### config.mk
export PLATFORM = sky130hd
export DESIGN_NAME = epi_levels
export DESIGN_NICKNAME = d
export VERILOG_FILES = /design/src/rtl/epi_pkg.sv /design/src/rtl/epi_levels.sv
export SDC_FILE = /design/constraint.sdc
export NUM_CORES = 1
export LEC_CHECK = 0
export ABC_AREA = 1
export BUFFER_PORTS_ARGS = -buffer_cell sky130_fd_sc_hd__buf_4
export CAP_MARGIN = 40
export CORE_UTILIZATION = 52
export CTS_CLUSTER_DIAMETER = 150
export DETAILED_ROUTE_END_ITERATION = 8
export PLACE_DENSITY = 0.84
export SYNTH_ARGS = -nofsm -noshare
export SYNTH_HDL_FRONTEND = slang
export SYNTH_SLANG_ARGS = --single-unit
### constraint.sdc
create_clock -name i_mclk -period 1.65 [get_ports i_mclk]
set_input_delay 0.165 -clock i_mclk [delete_from_list [all_inputs] [get_ports i_mclk]]
set_output_delay 0.165 -clock i_mclk [all_outputs]
set_load 0.02 [all_outputs]
### src/rtl/epi_pkg.sv
/*
  epi_pkg: constants for the external priority interrupt level block.
  assumes a single 250 MHz interrupt logic clock.
*/
package epi_pkg;
  // ==========================================================
  // sizes
  localparam int unsigned LEVEL_CNT   = 16;
  localparam int unsigned CHASSIS_MAX = 14;
  localparam int unsigned CHASSIS_W   = 4;
  // ==========================================================
  // reset values
  localparam logic [15:0] ARM_RST     = 16'h0000;
  localparam logic [15:0] ACK_RST     = 16'h0000;
  localparam logic [15:0] SYNC_RST    = 16'h0000;
  localparam logic [15:0] PEND_RST    = 16'h0000;
  localparam logic        INIT_RST    = 1'b1;
  localparam logic        GV_RST      = 1'b0;
  localparam logic [3:0]  GRANT_RST   = 4'h0;
  // ==========================================================
  // level state
  typedef enum logic [1:0] {
    EPI_IDLE  = 2'b00,
    EPI_ARMED = 2'b01,
    EPI_BUSY  = 2'b10
  } epi_lvl_t;
endpackage

### src/rtl/epi_levels.sv
/*
  epi_levels: one chassis of sixteen prioritised interrupt levels with acks.
  assumes requests come asynchronous from user logic; the host core arms
  levels, takes the granted level and reports routine completion.
*/
`timescale 1ns/10ps
// Function
// - sixteen levels, each request and ack
// - level zero highest, fifteen lowest priority
// - ack n pairs with request n
// - latch request only on armed level
// - ack usable or ignorable by user
// - ack rises as soon as accepted
// - ack holds until routine completes
// - busy level is not armed, ignores requests
// - too-fast requests go unacknowledged
// - long request may be re-accepted
// - general init output follows processor init
// - chassis priority follows cable position
module epi_levels
  import epi_pkg::*;
(
  input  wire logic                 i_mclk,
  input  wire logic                 i_arst_n,
  input  wire logic                 i_ce,
  input  wire logic                 i_proc_init,
  input  wire logic [CHASSIS_W-1:0] i_chassis_pos,
  input  wire logic [15:0]          i_level_request,
  input  wire logic [15:0]          i_arm_set,
  input  wire logic [15:0]          i_disarm,
  input  wire logic                 i_grant_take,
  input  wire logic [15:0]          i_service_done,
  input  wire logic                 i_upstream_active,
  output logic      [15:0]          o_level_ack,
  output logic      [15:0]          o_armed,
  output logic                      o_grant_valid,
  output logic      [3:0]           o_grant_level,
  output logic      [CHASSIS_W-1:0] o_grant_chassis,
  output logic                      o_chain_active,
  output logic                      o_general_init_out
);
  // ==========================================================
  // request synchroniser
  logic [15:0] sync1_q;
  logic [15:0] sync2_q;
  logic [15:0] accept;
  logic [15:0] pend_q;
  logic [15:0] take;
  logic        init_q;
  always_ff @(posedge i_mclk or negedge i_arst_n) begin
    if (!i_arst_n) begin
      sync1_q <= SYNC_RST;
      sync2_q <= SYNC_RST;
    end else if (i_ce) begin
      sync1_q <= i_level_request;
      sync2_q <= sync1_q;
    end
  end

  // ==========================================================
  // per level arm, pending and ack
  logic [15:0] arm_q;
  logic [15:0] ack_q;
  epi_lvl_t    lvl_st [LEVEL_CNT];
  genvar g;
  generate
    for (g = 0; g < LEVEL_CNT; g++) begin : g_lvl
      // level-sensitive accept; a held request is re-accepted once the host re-arms the level
      assign accept[g] = sync2_q[g] & arm_q[g];
      always_ff @(posedge i_mclk or negedge i_arst_n) begin
        if (!i_arst_n) begin
          arm_q[g]  <= ARM_RST[g];
          ack_q[g]  <= ACK_RST[g];
          pend_q[g] <= PEND_RST[g];
        end else if (i_ce) begin
          if (init_q) begin
            arm_q[g]  <= 1'b0;
            ack_q[g]  <= 1'b0;
            pend_q[g] <= 1'b0;
          end else if (accept[g]) begin
            arm_q[g]  <= 1'b0;
            ack_q[g]  <= 1'b1;
            pend_q[g] <= 1'b1;
          end else begin
            if (take[g])
              pend_q[g] <= 1'b0;
            if (i_service_done[g] & ~pend_q[g])
              ack_q[g] <= 1'b0;
            if (i_disarm[g])
              arm_q[g] <= 1'b0;
            else if (i_arm_set[g] & ~ack_q[g])
              arm_q[g] <= 1'b1;
          end
        end
      end
      // level state view for the checks
      always_comb begin
        case ({ack_q[g], arm_q[g]})
          2'h0:    lvl_st[g] = EPI_IDLE;
          2'h1:    lvl_st[g] = EPI_ARMED;
          2'h2:    lvl_st[g] = EPI_BUSY;
          default: lvl_st[g] = EPI_BUSY;
        endcase
      end
    end
  endgenerate

  // ==========================================================
  // priority encoder, level zero wins
  logic [3:0] win;
  logic       any;
  always_comb begin
    win = 4'hf;
    any = 1'b0;
    for (int i = LEVEL_CNT - 1; i >= 0; i--) begin
      if (pend_q[i]) begin
        win = 4'(i);
        any = 1'b1;
      end
    end
  end
  assign take = (i_grant_take & o_grant_valid) ? (16'h0001 << o_grant_level) : 16'h0000;

  // ==========================================================
  // grant outputs; upstream chassis in cable order blocks us
  logic       gv_q;
  logic [3:0] gl_q;
  always_ff @(posedge i_mclk or negedge i_arst_n) begin
    if (!i_arst_n) begin
      gv_q <= GV_RST;
      gl_q <= GRANT_RST;
    end else if (i_ce) begin
      gv_q <= any & ~i_upstream_active & ~init_q & ~(i_grant_take & gv_q);
      gl_q <= win;
    end
  end
  assign o_grant_valid   = gv_q;
  assign o_grant_level   = gl_q;
  assign o_grant_chassis = i_chassis_pos;
  assign o_chain_active  = any | i_upstream_active;

  // ==========================================================
  // general init output
  always_ff @(posedge i_mclk or negedge i_arst_n) begin
    if (!i_arst_n)
      init_q <= INIT_RST;
    else if (i_ce)
      init_q <= i_proc_init;
  end
  assign o_general_init_out = init_q;
  assign o_level_ack        = ack_q;
  assign o_armed            = arm_q;
endmodule

==> results of run 1 <==
-- placed cells by master (no fill, tap or decap), types with 4 or more instances in the layout --
cell,n
a211oi_1,5
a21oi_1,26
a31o_2,6
a31oi_1,6
buf_12,4
buf_4,118
clkbuf_8,9
dfrtp_1,85
dlygate4sd3_1,10
inv_1,70
inv_2,5
nand2_1,178
nand3_1,8
nor2_1,29
nor2_2,4
nor3_1,14
o21ai_0,53
o22ai_1,4
-- through the flow --
| step | util (%) | cell area (um^2) | setup TNS (ps) | total power [W] | hold WS [ps] |
|---|---|---|---|---|---|
| global route | 72.8 | 5390 | -81.9 | 0.00612 | 6.92 |
| detailed placement | 67.4 | 4990 | 0 | 0.00410 | 144 |
| floorplan | - | 4060 | 0 | 0.00346 | -131 |
| CTS | 72.1 | 5340 | -46.2 | 0.00576 | 2.07 |
| global placement | 67.4 | 4990 | 0 | 0.00404 | 144 |
| finish | 72.8 | 5390 | -27.8 | 0.00583 | 9.61 |
-- worst max-delay path: stages, from the launching register on --
cell,delay [ps]
dfrtp_1,410
nor2_2,160
nand3_2,130
nor4_4,170
nand3_1,130
buf_6,150
-- final timing paths --
| path | cells past startpoint | start | slack [ps] | end |
|---|---|---|---|---|
| hold reg to reg | 2 | sync1_q[0] | 470 | sync1_q[0] |
| setup / recovery | 5 | pend_q[10] | -30 | o_chain_active |
| min in group asynchronous | 3 | i_arst_n | 300 | o_armed[14] |
| hold / removal | 3 | i_level_request[11] | 10 | sync1_q[11] |
| setup reg to reg | 5 | o_grant_level[0] | 220 | pend_q[5] |
| max in group asynchronous | 3 | i_arst_n | 1020 | o_general_init_out |
-- synth_stat cells, types with 4 or more instances --
master	n
nand2_1	179
dfrtp_1	85
inv_1	74
o21ai_0	53
nor2_1	33
a21oi_1	26
nor3_1	14
buf_2	13
nand3_1	10
a31o_2	6
a31oi_1	6
buf_4	6
a211oi_1	5
clkbuf_1	4
o22ai_1	4
-- report_power, final --
part	internal [W]	switching (W)	leakage, nW
combinational	0.000677	0.000925	1.70
clock	0.000851	0.000773	0.106
sequential	0.00237	0.000232	1.11
total	0.00390	0.00193	2.92
-- state kept, by name, indices dropped and copies added, names as in the netlist --
register            count
o_armed                16
sync2_q                16
sync1_q                16
o_general_init_out      1
o_grant_level           4
o_level_ack            16
o_grant_valid           1
pend_q                 16
-- area by class of cell --
cell class	count	area, um^2	share of cell area (%)
sequential	86	2150	39.9
multi-input combinational	342	1540	28.6
timing repair buffer	133	1080	20.0
inverter	75	282	5.22
clock buffer	10	128	2.37
tap	99	124	2.30
clock inverter	6	86.3	1.60
-- timing repair --
item,CTS,global route
setup buffers,1,4
hold buffers,10,0
hold endpoints to repair,94,0
endpoints found under the setup margin,1,3
gates resized for setup,6,9
pin swaps,4,4
-- routing by layer --
metal  global-route usage (%)  up-vias  wire length [um]
li1                         -     1896                 -
met1                     33.9     1852              4490
met2                     45.2      161              5170
met3                     3.20       23               616
met4                     11.4        0               199
met5                        0        -                 0
-- cell families (layout without fill, tap and decap cells) --
kind of cell / count (synthesis) / after routing / share of synthesized area, %
flops: 86 / 86 / 53.1
simple gates: 240 / 240 / 23.2
buf+inv: 98 / 224 / 10.0
compound gates: 102 / 102 / 13.7
==> impl_results.md, run 1 <==
* Pwr dens at 1080 nW/um^2
* IO Count at 117
* Final cell count without fillers at 751
* Period minus WS final at 1680 ps
* CTS tree: built
* Vias per inst at 5.24
* Clk slew on worst S/H paths at 90 ps
* Routed wire length at 10.5 mm
* Status: finished with violations
* Remaining Overflow, GRT at 0
* Starting Density at 54.8%
* Synth top area share at 52.4%
* Synth Cell Area at 4060 um^2
* First-pass GRT wire length at 17.3 mm
* Worst path required time at 1480 ps
* Final Cycle Share at 102%
* Fmax at 596 MHz
* Leakage power figure at 2.92 nW
* CP Class: flip-flop to output pin
* Die area at 8160 um^2
* DR vias at 3932
* Maximum vdd ir drop at 0.000661 V
* CTS Buf Count at 9
* Setup WS pre-CTS at 174 ps
* RSZ-0062 raised after global routing: true
* I/O Buffers at 108
* Routed Antenna Nets at 0
* Die Wd at 90.4 um
* Number of synthesized flops with an enable pin at 0
* Hold Path Class: input port to flip-flop
* Worst Setup End Kind: output pin
* Post-synth net total at 600
* H-Tree Depth at 3
* Hold Vio Cnt, Final at 0
* Primary FF master, synth: dfrtp_1
* ANT cells at 0
* Vias in the first global route at 3856
* DRC Markers at 0
* Die span in y at 90.4 um
* Crit Path Max Fanout at 2
* Max-cap check violation count at 0
* Initial antenna violation count at 0
* Avg Cell Area, Syn at 7.72 um^2
* Placed cell count at 720
* Final setup fails at 1
* Least-Margin Pin Slew at 424 ps
* Dpl hpwl at 7.26 mm
* Post-Synthesis Cells at 526
* Pin count of the biggest net entering global routing at 69
* 1st-iter DRT viols at 328
* Async set-reset flop share out of synthesis at 100%
* Core area at 7410 um^2
* Root Buffer: clkbuf_8
* Register area share after synthesis at 53.1%
* Final nets at 721
* Pre-Repair DR Iteration Count at 6
* Synth area leaders: dfrtp_1 (52%), nand2_1 (17%), inv_1 (6.8%), o21ai_0 (6.5%), a21oi_1 (3.2%)
* WP data arrival at 1510 ps
* Setup WS post-layout at -27.8 ps
* # fillers at 563
* Failing checks: negative setup slack
* Clk buf depth at 2
* Clk Latency, worst-skew pair at 360 ps
* Layout cells sized above 1 at 24.4%
* Final slew viol count at 0
* Yosys top cell by area: dfrtp_1
* Rel. slew slack at 71.7%
* Synth-to-Final Area Change at 32.8%
* Synthesis Warnings at 0
* Avg WL per Cell at 13.9 um
* Final Skew at 10.4 ps
* Row count at 31
* Gr usage total at 26.4%
* Routability Congestion at 0.820
* Crit start category: flip-flop
* Yosys reg bits at 86
* Count of cell types in the netlist at 21
* Sinks on Clock Net at 86
(Power assumes the default switching activity.)
==> inputs of run 2 (changes only) <==
Settings changed: RECOVER_POWER set to 50.
==> run 2 against run 1 <==
Compared with the run above: the run still ends with negative setup slack left; sequential power hardly changed; register-to-register slack hardly changed; first-iteration DRC count is 11% lower; combinational power hardly changed; design area is 0.58% lower; fmax is 0.39% lower; via count is 0.51% lower; die area stayed put; hold slack hardly changed.
==> impl_results.md, run 2 (synthesis gave the netlist of run 1 again) <==
* Status: finished with violations (unchanged)
* Failing checks: negative setup slack (unchanged)
* Leakage power figure at 2.90 nW (was 2.92 nW)
* # fillers at 569 (was 563)
* Core area at 7410 um^2 (unchanged)
* First-pass GRT wire length at 17.3 mm (unchanged)
* Slowest cell on crit path: dfrtp_1 (unchanged)
* Placed cell count at 720 (unchanged)
* Maximum vdd ir drop at 0.000660 V (was 0.000661 V)
* Die area at 8160 um^2 (unchanged)
* CTS tree: built (unchanged)
* Final nets at 721 (unchanged)
* CTS Buf Count at 9 (unchanged)
* DR vias at 3912 (was 3932)
* Final Cycle Share at 102% (about the same)
* IO Count at 117 (unchanged)
* Final Core Density at 72.4% (was 72.8%)
* Fmax at 594 MHz (was 596 MHz)
* CP peak stage delay at 410 ps (about the same)
* Routed Antenna Nets at 0 (unchanged)
* Pwr dens at 1090 nW/um^2 (was 1080 nW/um^2)
* Vias in the first global route at 3856 (unchanged)
* Avg WL per Cell at 13.9 um (about the same)
* Final cell count without fillers at 751 (unchanged)
* Setup_tns at -34.4 ps (was -27.8 ps)
* R2R cell count at 5 (unchanged)
* Final Skew at 8.84 ps (was 10.4 ps)
* Die span in y at 90.4 um (unchanged)
* Buffers and inverters on the worst path at 1 (unchanged)
* CP Depth at 5 (unchanged)
* Sinks on Clock Net at 86 (unchanged)
* Dpl hpwl at 7.26 mm (unchanged)
* Final hold slack at 9.75 ps (was 9.61 ps)
* Gr usage total at 26.4% (unchanged)
* Row count at 31 (unchanged)
* Worst path required time at 1480 ps (about the same)
* Clk buf depth at 2 (unchanged)
* Least-Margin Pin Slew at 793 ps (was 424 ps)
* DRC Markers at 0 (unchanged)
* Hold Path Class: input port to flip-flop (unchanged)
* Hold Vio Cnt, Final at 0 (unchanged)
* Period minus WS final at 1680 ps (about the same)
* Worst Setup End Kind: output pin (unchanged)
* WHS Path Cells at 3 (unchanged)
* Die Wd at 90.4 um (unchanged)
* Setup WS post-layout at -34.4 ps (was -27.8 ps)
* Starting Density at 54.8% (unchanged)
* Cell Chain, Critical Path: nor2_2, nand3_2, nor4_4, nand3_1, buf_6 (unchanged)
* Final setup fails at 1 (unchanged)
* Most common cell after layout, fill and taps aside: nand2_1 (unchanged)
* Root Buffer: clkbuf_8 (unchanged)
* Crit path max-delay family: simple AND/OR/NAND/NOR gates (unchanged)
* WP data arrival at 1520 ps (was 1510 ps)
* Max-cap check violation count at 0 (unchanged)
* Pre-Repair DR Iteration Count at 5 (was 6)
* Overall power at 0.00582 W (was 0.00583 W)
* Layout cells sized above 1 at 24.2% (was 24.4%)
* Crit Path Max Fanout at 2 (unchanged)
* H-Tree Depth at 3 (unchanged)
* I/O Buffers at 108 (unchanged)
* Crit. Startpoint: pend_q[10] (unchanged)
* Remaining Overflow, GRT at 0 (unchanged)
* Commonest cells after routing, fill and taps aside: nand2_1 (178), buf_4 (117), dfrtp_1 (85) (was nand2_1 (178), buf_4 (118), dfrtp_1 (85))
* Routed wire length at 10.4 mm (was 10.5 mm)
* Clk Latency, worst-skew pair at 360 ps (about the same)
* Reg2reg setup slack at 210 ps (was 220 ps)
* 1st-iter DRT viols at 291 (was 328)
* ANT cells at 0 (unchanged)
* CP Class: flip-flop to output pin (unchanged)
* Pin count of the biggest net entering global routing at 69 (unchanged)
* Setup crit end: o_chain_active (unchanged)
* Synth-to-Final Area Change at 32.1% (was 32.8%)
* Routability Congestion at 0.820 (unchanged)
* Clk slew on worst S/H paths at 90 ps (about the same)
* Final slew viol count at 0 (unchanged)
* Crit start category: flip-flop (unchanged)
* Vias per inst at 5.21 (was 5.24)
* RR Endpoint: pend_q[15] (was pend_q[5])
* Reg-to-Reg Start: o_grant_level[0] (unchanged)
* Rel. slew slack at 47.1% (was 71.7%)
* Initial antenna violation count at 0 (unchanged)
* RSZ-0062 raised after global routing: true (unchanged)
run 2: worst min path at each step:
stage	startpoint	to	slack (ps)
after floorplan	i_arst_n	o_armed[0]	-130
after global placement	i_arst_n	sync2_q[11]	140
after detailed placement	i_arst_n	sync2_q[14]	140
after CTS	i_level_request[4]	sync1_q[4]	2
after global routing	i_level_request[2]	sync1_q[2]	7
final	i_level_request[11]	sync1_q[11]	10
run 2: cell type report:
class                           count  area (um^2)  share of cell area [%]
Sequential cell                    86         2150                    40.2
Multi-Input combinational cell    342         1540                    28.8
Timing Repair Buffer              133         1050                    19.5
Inverter                           75          282                    5.25
Clock buffer                       10          128                    2.38
Tap cell                           99          124                    2.31
Clock inverter                      6         86.3                    1.61
run 2: per-stage QoR:
stage,worst slack (ps),area (um^2)
2_1_floorplan,328,4060
3_3_place_gp,255,4990
3_5_place_dp,174,4990
4_1_cts,-46.2,5340
5_1_grt,-81.9,5360
6_report,-34.4,5360
run 2: worst register-to-register path, stage by stage, from the launching register on:
cell     delay, ps
dfrtp_1        460
inv_1          130
nor3_1         290
nand2_1        130
a21oi_1        180
o21ai_0        120
run 2: repair_timing:
action	in CTS	in global routing
hold buffers	10	0
buffers inserted	1	4
cloned	0	0
gates resized for setup	6	9
pin swaps	4	4
endpoints found under the hold margin	94	0
setup endpoints to repair	1	3
run 2: where the power goes:
group | switching (W) | internal [W]
registers | 0.000232 | 0.00237
clock network | 0.000768 | 0.000851
logic | 0.000925 | 0.000668
total | 0.00192 | 0.00389
run 2: metal layers:
layer	vias up	share of wire (%)	track usage [%]
li1	1897	-	-
met2	154	50	45.2
met3	18	5.4	3.20
met4	0	1.8	11.4
met5	-	0	0
met1	1843	43	33.9
==> inputs of run 3 (changes only) <==
Settings changed: ABC_CLOCK_PERIOD_IN_PS set to 1650, SETUP_SLACK_MARGIN set to 0.2.
==> run 3 against run 2 <==
Compared with the run above: the run now ends clean; first-iteration DRC count decreased by 2.4%; register-to-register slack got worse by 30 ps; via count increased by 1.8%; die area unchanged; routed wire length increased by 2.8%; design area increased by 1.4%; combinational power increased by 5%; global-route usage about the same; power increased by 1.5%; sequential share of layout area decreased by 0.53 points; worst setup slack improved by 45 ps; largest cell class unchanged; largest power group unchanged; highest routed layer unchanged.
==> impl_results.md, run 3 (synthesis gave the netlist of run 1 again) <==
* Period minus WS final at 1640 ps (was 1680 ps)
* Remaining Overflow, GRT at 0 (unchanged)
* Final setup fails at 0 (was 1)
* Crit start category: flip-flop (unchanged)
* Cell Chain, Critical Path: nor2_2, nand3_2, nor4_4, nand3_1, buf_6 (unchanged)
* Cell area after layout at 5440 um^2 (was 5360 um^2)
* Hold Path Class: input port to flip-flop (unchanged)
* Gr usage total at 26.4% (about the same)
* CP peak stage delay at 410 ps (about the same)
* Core area at 7410 um^2 (unchanged)
* DR vias at 3983 (was 3912)
* ANT cells at 0 (unchanged)
* CP Class: flip-flop to output pin (unchanged)
* I/O Buffers at 108 (unchanged)
* Clk Latency, worst-skew pair at 360 ps (about the same)
* Hold Vio Cnt, Final at 0 (unchanged)
* Leakage power figure at 2.93 nW (was 2.90 nW)
* Clk buf depth at 2 (unchanged)
* Least-Margin Pin Slew at 788 ps (was 793 ps)
* Commonest cells after routing, fill and taps aside: nand2_1 (177), buf_4 (121), dfrtp_1 (83) (was nand2_1 (178), buf_4 (117), dfrtp_1 (85))
* Worst Setup End Kind: output pin (unchanged)
* Starting Density at 54.8% (unchanged)
* WP data arrival at 1470 ps (was 1520 ps)
* Routed Antenna Nets at 0 (unchanged)
* Root Buffer: clkbuf_8 (unchanged)
* H-Tree Depth at 3 (unchanged)
* Max-cap check violation count at 0 (unchanged)
* Sinks on Clock Net at 86 (unchanged)
* Initial antenna violation count at 0 (unchanged)
* Crit Path Max Fanout at 2 (unchanged)
* Final nets at 727 (was 721)
* Avg WL per Cell at 14.2 um (was 13.9 um)
* DRC Markers at 0 (unchanged)
* Most common cell after layout, fill and taps aside: nand2_1 (unchanged)
* Setup WS post-layout at 10.5 ps (was -34.4 ps)
* Layout cells sized above 1 at 26.0% (was 24.2%)
* Overall power at 0.00591 W (was 0.00582 W)
* RSZ-0062 raised after global routing: true (unchanged)
* Die span in y at 90.4 um (unchanged)
* Vias in the first global route at 3838 (was 3856)
* Fmax at 610 MHz (was 594 MHz)
* IO Count at 117 (unchanged)
* Clk slew on worst S/H paths at 80 ps (was 90 ps)
* Final Skew at 9.36 ps (was 8.84 ps)
* 1st-iter DRT viols at 284 (was 291)
* Routability Congestion at 0.820 (unchanged)
* Die area at 8160 um^2 (unchanged)
* Dpl hpwl at 7.26 mm (unchanged)
* Routed wire length at 10.7 mm (was 10.4 mm)
* Slowest cell on crit path: dfrtp_1 (unchanged)
* Rel. slew slack at 47.4% (was 47.1%)
* Final Cycle Share at 99.4% (was 102%)
* Worst path required time at 1480 ps (about the same)
* Pin count of the biggest net entering global routing at 69 (unchanged)
* Row count at 31 (unchanged)
* Setup WS pre-CTS at 174 ps (unchanged)
* Vias per inst at 5.26 (was 5.21)
* Status: complete, no violations (was finished with violations)
* Final slew viol count at 0 (unchanged)
* Synth-to-Final Area Change at 34.0% (was 32.1%)
* Maximum vdd ir drop at 0.000685 V (was 0.000660 V)
* CTS Buf Count at 9 (unchanged)
* Pwr dens at 1090 nW/um^2 (about the same)
* Pre-Repair DR Iteration Count at 5 (unchanged)
* CTS tree: built (unchanged)
* First-pass GRT wire length at 17.3 mm (about the same)
* DP Area at 4990 um^2 (unchanged)
* Die Wd at 90.4 um (unchanged)
-- run 3: cell type report --
type                    count  area, um^2
clock inverters             6        86.3
repair buffers            139        1100
well taps                  99         124
flip-flops and latches     86        2160
fillers                   542        1970
multi-input cells         342        1560
clock buffers              10         128
inverters                  75         282
-- run 3: path summary, 6_finish.rpt --
check	to	cells past startpoint	start	slack, ps
max	o_chain_active	5	pend_q[10]	10
min	sync1_q[3]	3	i_level_request[3]	5
max reg2reg	o_grant_level[0]	14	pend_q[10]	180
min reg2reg	sync1_q[1]	2	sync1_q[1]	470
max in group asynchronous	o_grant_level[0]	3	i_arst_n	570
min in group asynchronous	sync2_q[14]	3	i_arst_n	530
-- run 3: metal layers --
layer	wire [um]	vias up	global-route usage, %
li1	-	1911	-
met3	637	20	3.03
met1	4540	1875	34.6
met2	5340	177	44.8
met4	224	0	10.6
met5	0	-	0
-- run 3: what timing repair did --
item,in CTS,in global routing
resized for setup,8,16
setup buffers,2,9
endpoints found under the hold margin,94,0
endpoints found under the setup margin,6,15
hold buffers,10,0
pin swaps,4,7
-- run 3: metrics by stage --
stage               util [%]  TNS, ps  hold slack (ps)  cells
detailed placement      67.4        0              144    720
global route            73.4    -64.1             6.72    757
finish                  73.4        0             4.77    757
CTS                     72.3    -46.2             2.07    748
floorplan                  -        0             -131    526
global placement        67.4        0              144    720
-- run 3: critical path: cells and delay by family (launching register included) --
kind | cells | cell delay, ps
simple gates | 4 | 550
flops | 1 | 410
buf+inv | 1 | 150
-- run 3: power breakdown --
group / internal (W) / switching [W] / total (W) / leakage (nW)
logic: 0.000704 / 0.000966 / 0.00167 / 1.72
registers: 0.00238 / 0.000241 / 0.00262 / 1.10
clock network: 0.000851 / 0.000768 / 0.00162 / 0.106
total: 0.00393 / 0.00197 / 0.00591 / 2.93
